--- config.mk ---
export PLATFORM = sky130hd
export DESIGN_NAME = tgp_port
export DESIGN_NICKNAME = d
export VERILOG_FILES = /design/src/hdl/tgp_pkg.sv /design/src/hdl/tgp_port.sv
export SDC_FILE = /design/constraint.sdc
export NUM_CORES = 1
export LEC_CHECK = 0
export ABC_AREA = 1
export BUFFER_PORTS_ARGS = -buffer_cell sky130_fd_sc_hd__buf_2
export CAP_MARGIN = 10
export CELL_PAD_IN_SITES_DETAIL_PLACEMENT = 0
export CELL_PAD_IN_SITES_GLOBAL_PLACEMENT = 1
export CORE_MARGIN = 2
export CORE_UTILIZATION = 26
export CTS_BUF_LIST = sky130_fd_sc_hd__clkbuf_2 sky130_fd_sc_hd__clkbuf_4 sky130_fd_sc_hd__clkbuf_8
export CTS_CLUSTER_SIZE = 40
export DETAILED_ROUTE_END_ITERATION = 16
export HOLD_SLACK_MARGIN = 0.05
export PLACE_DENSITY = 0.84
export SLEW_MARGIN = 15
export SYNTH_ARGS = -nofsm -noshare
export SYNTH_HDL_FRONTEND = slang
export SYNTH_SLANG_ARGS = --single-unit
--- constraint.sdc ---
create_clock -name clk_i -period 1.1 [get_ports clk_i]
set_input_delay 0.055 -clock clk_i [delete_from_list [all_inputs] [get_ports clk_i]]
set_output_delay 0.055 -clock clk_i [all_outputs]
set_load 0.01 [all_outputs]
--- src/hdl/tgp_pkg.sv ---
// Purpose: Shared constants for the two-bit general-purpose I/O port.
// Assumes: Classic Wishbone with 32-bit data, byte addresses.
// Notes: Data and direction registers are eight bits wide in the low byte of each word; mode is three bits.
package tgp_pkg;
  localparam int          DATA_W        = 32;
  localparam int          ADDR_W        = 16;
  localparam int          REG_W         = 8;
  localparam int          NPINS         = 2;
  localparam logic [15:0] ADDR_DATA     = 16'hffda;
  localparam logic [15:0] ADDR_DIR      = 16'hffea;
  localparam logic [15:0] ADDR_MODE     = 16'hfff0;
  localparam logic [7:0]  RST_DATA      = 8'hfc;
  localparam logic [7:0]  RST_DIR       = 8'hfc;
  localparam logic [7:0]  RSV_ONES      = 8'hfc;
  localparam logic [7:0]  ALL_ONES      = 8'hff;
  localparam logic [1:0]  PINS_ZERO     = 2'h0;
  typedef enum logic [2:0] {
    TGP_ACTIVE    = 3'h0,
    TGP_SLEEP     = 3'h1,
    TGP_STANDBY   = 3'h2,
    TGP_WATCH     = 3'h3,
    TGP_SUBACTIVE = 3'h4
  } tgp_mode_type;
  localparam logic [2:0]  RST_MODE      = 3'h0;
endpackage : tgp_pkg

--- src/hdl/tgp_port.sv ---
// Purpose: Two-bit GPIO port with direction and data registers on classic Wishbone.
// Assumes: Pin levels are asynchronous and are synchronised here by two flip-flops.
// Notes: Pin outputs carry an active-low enable; pins float in reset and in every mode except active and sleep.

// How it works
// The port has exactly two pins, each set as input or output on its own.
// A direction bit of one makes its pin an output and zero makes it an input.
// Direction bits seven to two are reserved, ignore writes and hold one.
// The direction register is write-only and every bit of it reads as one.
// Reset sets the direction register to both pins input with the upper six bits set.
// A data read of an output pin returns the stored data bit, not the pin level.
// A data read of an input pin returns the synchronised level of that pin.
// Data bits seven to two are reserved, read as one and ignore writes.
// Reset sets the data register with the upper six bits set and both data bits clear.
// Pins float in reset, keep state in sleep, float in standby, watch and subactive.
// In active mode an output pin drives its stored data bit from the edge after the write.
module tgp_port #(
  parameter int NPINS = tgp_pkg::NPINS
) (
  input  wire logic                       clk_i,
  input  wire logic                       rst_i,
  input  wire logic                       wb_cyc_i,
  input  wire logic                       wb_stb_i,
  input  wire logic                       wb_we_i,
  input  wire logic [tgp_pkg::ADDR_W-1:0] wb_adr_i,
  input  wire logic [tgp_pkg::DATA_W-1:0] wb_dat_i,
  input  wire logic [3:0]                 wb_sel_i,
  output logic      [tgp_pkg::DATA_W-1:0] wb_dat_o,
  output logic                            wb_ack_o,
  output logic                            wb_err_o,
  input  wire logic [NPINS-1:0]           pin_i,
  output logic      [NPINS-1:0]           pin_o,
  output logic      [NPINS-1:0]           pin_oe_n_o
);

  logic [NPINS-1:0]           sync1_r;
  logic [NPINS-1:0]           sync2_r;
  logic [NPINS-1:0]           dir_r;
  logic [NPINS-1:0]           dir_nxt;
  logic [NPINS-1:0]           dat_r;
  logic [NPINS-1:0]           dat_nxt;
  logic [2:0]                 mode_r;
  logic [2:0]                 mode_nxt;
  logic [NPINS-1:0]           pin_r;
  logic [NPINS-1:0]           pin_nxt;
  logic [NPINS-1:0]           oe_n_r;
  logic [NPINS-1:0]           oe_n_nxt;
  logic                       ack_r;
  logic                       ack_nxt;
  logic                       err_r;
  logic                       err_nxt;
  logic [tgp_pkg::DATA_W-1:0] rdat_r;
  logic [tgp_pkg::DATA_W-1:0] rdat_nxt;
  logic                       req;
  logic                       hit_dat;
  logic                       hit_dir;
  logic                       hit_mode;
  logic [tgp_pkg::REG_W-1:0]  dat_view;

  // Pin levels pass two flip-flops before use.
  always_ff @(posedge clk_i) begin
    sync1_r <= pin_i;
    sync2_r <= sync1_r;
  end

  assign req      = wb_cyc_i && wb_stb_i && !ack_r && !err_r;
  assign hit_dat  = wb_adr_i == tgp_pkg::ADDR_DATA;
  assign hit_dir  = wb_adr_i == tgp_pkg::ADDR_DIR;
  assign hit_mode = wb_adr_i == tgp_pkg::ADDR_MODE;

  always_comb begin
    dat_view = tgp_pkg::RSV_ONES;
    for (int i = 0; i < NPINS; i++) begin
      dat_view[i] = dir_r[i] ? dat_r[i] : sync2_r[i];
    end
  end

  always_comb begin
    dir_nxt  = dir_r;
    dat_nxt  = dat_r;
    mode_nxt = mode_r;
    ack_nxt  = 1'b0;
    err_nxt  = 1'b0;
    rdat_nxt = '0;
    if (req) begin
      ack_nxt = hit_dat || hit_dir || hit_mode;
      err_nxt = !(hit_dat || hit_dir || hit_mode);
      if (wb_we_i && wb_sel_i[0]) begin
        if (hit_dir) begin
          dir_nxt = wb_dat_i[NPINS-1:0];
        end
        if (hit_dat) begin
          dat_nxt = wb_dat_i[NPINS-1:0];
        end
        if (hit_mode) begin
          mode_nxt = wb_dat_i[2:0];
        end
      end
      if (!wb_we_i) begin
        if (hit_dir) begin
          rdat_nxt[tgp_pkg::REG_W-1:0] = tgp_pkg::ALL_ONES;
        end
        if (hit_dat) begin
          rdat_nxt[tgp_pkg::REG_W-1:0] = dat_view;
        end
        if (hit_mode) begin
          rdat_nxt[2:0] = mode_r;
        end
      end
    end
    if (rst_i) begin
      dir_nxt  = tgp_pkg::RST_DIR[NPINS-1:0];
      dat_nxt  = tgp_pkg::RST_DATA[NPINS-1:0];
      mode_nxt = tgp_pkg::RST_MODE;
      ack_nxt  = 1'b0;
      err_nxt  = 1'b0;
      rdat_nxt = '0;
    end
  end

  always_comb begin
    pin_nxt  = pin_r;
    oe_n_nxt = oe_n_r;
    unique case (tgp_pkg::tgp_mode_type'(mode_r))
      tgp_pkg::TGP_ACTIVE: begin
        pin_nxt  = dat_r;
        oe_n_nxt = ~dir_r;
      end
      tgp_pkg::TGP_SLEEP: begin
        pin_nxt  = pin_r;
        oe_n_nxt = oe_n_r;
      end
      tgp_pkg::TGP_STANDBY, tgp_pkg::TGP_WATCH, tgp_pkg::TGP_SUBACTIVE: begin
        oe_n_nxt = ~tgp_pkg::PINS_ZERO[NPINS-1:0];
      end
      default: begin
        oe_n_nxt = ~tgp_pkg::PINS_ZERO[NPINS-1:0];
      end
    endcase
    if (rst_i) begin
      pin_nxt  = tgp_pkg::PINS_ZERO[NPINS-1:0];
      oe_n_nxt = ~tgp_pkg::PINS_ZERO[NPINS-1:0];
    end
  end

  always_ff @(posedge clk_i) begin
    dir_r  <= dir_nxt;
    dat_r  <= dat_nxt;
    mode_r <= mode_nxt;
    ack_r  <= ack_nxt;
    err_r  <= err_nxt;
    rdat_r <= rdat_nxt;
    pin_r  <= pin_nxt;
    oe_n_r <= oe_n_nxt;
  end

  assign wb_dat_o   = rdat_r;
  assign wb_ack_o   = ack_r;
  assign wb_err_o   = err_r;
  assign pin_o      = pin_r;
  assign pin_oe_n_o = oe_n_r;
endmodule // tgp_port

Word-level counts from Yosys, hierarchy flattened

Cells that the tools add are included.

$add $sub $neg: 0
$mul: 0
Divide/modulo/power cells: 0
Magnitude comparators: 0
Equality and inequality tests: 4
Shift-type cells: 0
Multiplexer cells: 6
Bitwise gates (word level): 2
Reductions and logical operators: 15

Operators by type and width:

| operator                                                         | count |
|---|---|
| 16-bit == test (second input constant)                           | 3 |
| 8-bit 2-to-1 mux                                                 | 2 |
| 3-bit AND reduction                                              | 3 |
| 1-bit logical AND                                                | 4 |
| 2-bit case mux with 2 select lines                               | 1 |
| 3-bit by 1-bit == test with 1-bit output (second input constant) | 1 |
| 1-bit logical NOT                                                | 3 |
| 3-bit logical NOT                                                | 1 |
| 3-bit 2-to-1 mux                                                 | 1 |
| 3-bit OR reduction                                               | 1 |
| 1-bit logical OR                                                 | 2 |
| 1-bit 2-to-1 mux                                                 | 2 |
| 2-bit NOT                                                        | 1 |
| 2-bit OR reduction                                               | 1 |
| 1-bit NOT                                                        | 1 |

Bits in registers: 49
Bits in latches: 0
RAM bits: 0
ROM bits: 0
Input port bits: 59
Word-level logic and storage cells: 38
Memories: 0

Longest topological paths before layout

Depth after elaboration: 5
Mapped depth: 9
Gate-level depth less buffers: 9

Least setup slack after synthesis

No wires, ideal clock.

Kind: register to register
From: reg ack_r (netlist: wb_ack_o)
To: reg mode_r[0]
Setup time: 0.113 ns
Data arrival time: 0.927 ns
Path slack: 0.060 ns
Stages on the path, launching flop included: 7
Buffers on the path: 0
Path through: dfxtp_1 -> nor2_2 -> nand2_2 -> nor2_8 -> nand3_4 -> nor2_1 -> nor2_1

Longest elaborated chain between the ends: 4

RTL lines:

| item                                 | line            | source |
|---|---|---|
| start, declared                      | tgp_port.sv:48  | `logic ack_r;` |
| start signal, assigned               | tgp_port.sv:150 | `ack_r <= ack_nxt;` |
| 1-bit logical NOT                    | tgp_port.sv:66  | `assign req = wb_cyc_i && wb_stb_i && !ack_r && !err_r;` |
| 1-bit logical AND (2 in a row)       | tgp_port.sv:66  |  |
| 3-bit AND reduction (no source line) | -               |  |
| end signal, assigned                 | tgp_port.sv:149 | `mode_r <= mode_nxt;` |
| end, declared                        | tgp_port.sv:42  | `logic [2:0] mode_r;` |

No other way between the ends.
A chain may end at the register's enable or synchronous reset.

Worst setup path in the final report

From: reg ack_r (netlist: wb_ack_o)
To: reg dir_r[0]

Longest elaborated chain between the ends: 4

RTL lines:

| item                                 | line            | source |
|---|---|---|
| 1-bit logical NOT                    | tgp_port.sv:66  |  |
| 1-bit logical AND (2 in a row)       | tgp_port.sv:66  |  |
| 3-bit AND reduction (no source line) | -               |  |
| end signal, assigned                 | tgp_port.sv:147 | `dir_r <= dir_nxt;` |
| end, declared                        | tgp_port.sv:38  | `logic [NPINS-1:0] dir_r;` |

No other way between the ends.

==> results.json <==
{
  "ys_warn_count": 0,
  "r2r-start": "wb_ack_o$_SDFF_PP0_",
  "drive_gt1_share_pct": 33.63,
  "cts_tree": "done",
  "cts.sinks": 21,
  "design.core.area_sq_um": 4692,
  "yosys-top-cells-area": "dfxtp_1, buf_4, nand2_1",
  "dp_cells": 266,
  "p_comb_share_pct": 13.0,
  "htreeDepth": 1,
  "setup_ws_ps": -6.312,
  "dp_hpwl_um": 1884,
  "cellPowerDensity_nw_per_um2": 954.3,
  "multi_input_area_sq_um": 645.6,
  "ys_ff_latch": 21,
  "dr.pass1.iters": 4,
  "rsz0062_at_grt": "yes",
  "max-vdd-ir-drop_mv": 0.7029,
  "grt_max_degree": 12,
  "switching_power_uw": 349.2,
  "yosysTopAreaCell": "dfxtp_1",
  "holdPathEnd": "mode_r[0]$_SDFFE_PP0P_",
  "ys_types": 21,
  "via_count": 1057,
  "p_clk_share_pct": 34.7,
  "antenna_found_initial": 0,
  "drt_iter0_drc": 33,
  "num_io_pins": 97,
  "r2r_cells": 7,
  "dieHeight_um": 73.72,
  "fmaxAchievable_ghz": 0.9039,
  "hold_depth": 3,
  "dpl-instance-area_sq_um": 1415,
  "hold_violations": 0,
  "std_cell_rows": 25,
  "crit_required_ps": 1250,
  "syn_avg_cell_area_sq_um": 7.180,
  "cp_max_fo": 7,
  "wl_per_cell_um": 8.184,
  "status": "complete, but fails checks",
  "maxCapViolCount": 0,
  "grt_pass1_wl_um": 4015,
  "cp-end-kind": "flop",
  "ff2ff_setup_slack_ps": -6,
  "hold_class": "primary input to flop",
  "nets": 283,
  "overflow": 0,
  "n_antenna_cell": 0,
  "num-fill-cells": 511,
  "clk_latency_ps": 260,
  "cts_root_buf": "clkbuf_8",
  "finalWeightedCongestion": 0.7512,
  "cts_buffer_depth": 2,
  "p_int_uw": 1127,
  "ff_latch_area_sq_um": 422.9,
  "maxSlewViolCount": 0,
  "start_util_pct": 26.93,
  "grt_usage_pct": 9.319,
  "dieArea_sq_um": 5434,
  "yosys.area.top_type_share_pct": 33.27,
  "io_buffers": 40,
  "worst_ep_arrival_time_ps": 1260,
  "path_clk_slew_ps": 70,
  "fin_cells": 277,
  "criticalPathCategory": "flop to flop",
  "fin_area_sq_um": 1546,
  "grt_pass1_vias": 989,
  "swShare_pct": 23.66,
  "min_from": "wb_dat_i[0]",
  "wl_um": 2267,
  "drtAntennaViolNets": 0,
  "yosysSeqAreaShare_pct": 33.27,
  "period_share_pct": 100.6,
  "die-width_um": 73.72,
  "violations": "setup timing",
  "mappedNetlistArea_sq_um": 1264,
  "pwr-share-seq_pct": 52.3,
  "cts_buffers": 3,
  "fin_skew_ps": 3.325,
  "r2r_end": "dir_r[0]$_SDFFE_PP0P_",
  "syn2layout_area_growth_pct": 22.38,
  "setup-tns-final_ps": -6.312,
  "via_per_inst": 3.816,
  "p_leak_uw": 0.0008591,
  "min_period_ps": 1106,
  "power_uw": 1476,
  "startpoint_type": "flop",
  "setup-violations-final": 1,
  "netlist_instances": 176,
  "drc": 0
}
## power by group through the flow
stage                     combinational [uW]  sequential [uW]  clock (uW)
after CTS                                190              772         529
after detailed placement                 171              789           0
after floorplan                          166              789           0
after global routing                     216              773         574
after global placement                   170              789           0
final                                    191              772         513
## cell families (layout without fill, tap and decap cells)
| group | Yosys count | count (layout) | synth area share (%) |
|---|---|---|---|
| buffers and inverters | 50 | 74 | 23.66 |
| flip-flops | 21 | 21 | 33.27 |
| other | 1 | 24 | 0.2967 |
| AO/OA/AOI/OAI | 15 | 15 | 5.940 |
| AND/OR/NAND/NOR | 89 | 89 | 36.83 |
## per-stage QoR
stage / worst slack (ps) / hold slack (ps) / util, %
after CTS: -10.55 / 74.48 / 32.67
after floorplan: 59.88 / 82.72 / -
after global routing: -73.87 / 90.31 / 32.96
after global placement: 2.173 / 158.1 / 30.16
final: -6.312 / 71.44 / 32.96
after detailed placement: -5.480 / 158.6 / 30.16
## what timing repair did
| item | in CTS | in global routing |
|---|---|---|
| resized for setup | 3 | 4 |
| gates cloned | 0 | 0 |
| buffers inserted | 1 | 1 |
| endpoints found under the hold margin | 5 | 0 |
| pin swaps | 4 | 5 |
| hold buffers | 5 | 0 |
| setup endpoints to repair | 3 | 7 |
## area by class of cell
type	instances	area share (%)
multi-input combinational	128	41.75
sequential	21	27.35
timing repair buffer	49	18.12
inverter	21	5.259
tap	54	4.369
clock buffer	4	3.155
## state kept, by name, summed over array words and instances, names as in the netlist
register    cells
dir_r           2
pin_o           2
mode_r          3
wb_ack_o        1
wb_dat_o        4
sync2_r         2
sync1_r         2
dat_r           2
pin_oe_n_o      2
wb_err_o        1
## worst max-delay path by stage
stage                                   start                      to  slack [ps]  depth (start not counted)
after floorplan           wb_ack_o$_SDFF_PP0_  mode_r[0]$_SDFFE_PP0P_          60                          6
after global placement    wb_ack_o$_SDFF_PP0_  mode_r[1]$_SDFFE_PP0P_           2                          6
after detailed placement  wb_ack_o$_SDFF_PP0_  mode_r[1]$_SDFFE_PP0P_          -5                          6
after CTS                 wb_err_o$_SDFF_PP0_  mode_r[0]$_SDFFE_PP0P_         -10                          7
after global routing      wb_ack_o$_SDFF_PP0_  mode_r[1]$_SDFFE_PP0P_         -70                          6
final                     wb_ack_o$_SDFF_PP0_   dir_r[0]$_SDFFE_PP0P_          -6                          7
## critical path, cell delays in order, from the launching register on
cell     delay (ps)
dfxtp_2         330
nor2_4          140
nand2_4          80
nor2_8          140
buf_4           140
nand3_1          70
nand2_1          70
nor2_1           40
## synth_stat cells
cell type / instances
dfxtp_1: 21
nor2_1: 27
a21oi_1: 6
nand3_1: 7
o21ai_0: 6
inv_1: 16
nand3_4: 1
nor2_8: 2
nor3_2: 1
clkinv_1: 1
nand2_2: 4
nor2_2: 4
o21ai_1: 3
nor2_4: 3
nand2_1: 35
conb_1: 1
nand4_1: 2
buf_4: 29
nand2_4: 3
inv_4: 1
inv_2: 3
## layout by cell type (no fill, tap or decap), drive strengths merged
cell type     n
a21oi         6
dlygate4sd3   5
dfxtp        21
nand2        42
buf          44
o21ai         9
nor3          1
inv          20
nand3         8
nor2         36
nand4         2
clkbuf        4
clkinv        1
conb         24
## per-layer routing
layer	vias to the layer above	wire length (um)	track usage, %
li1	581	-	-
met1	439	987	10.83
met2	35	1110	16.37
met3	2	161	3.429
met4	0	8	1.818
met5	-	0	0
(Power assumes the default switching activity.)
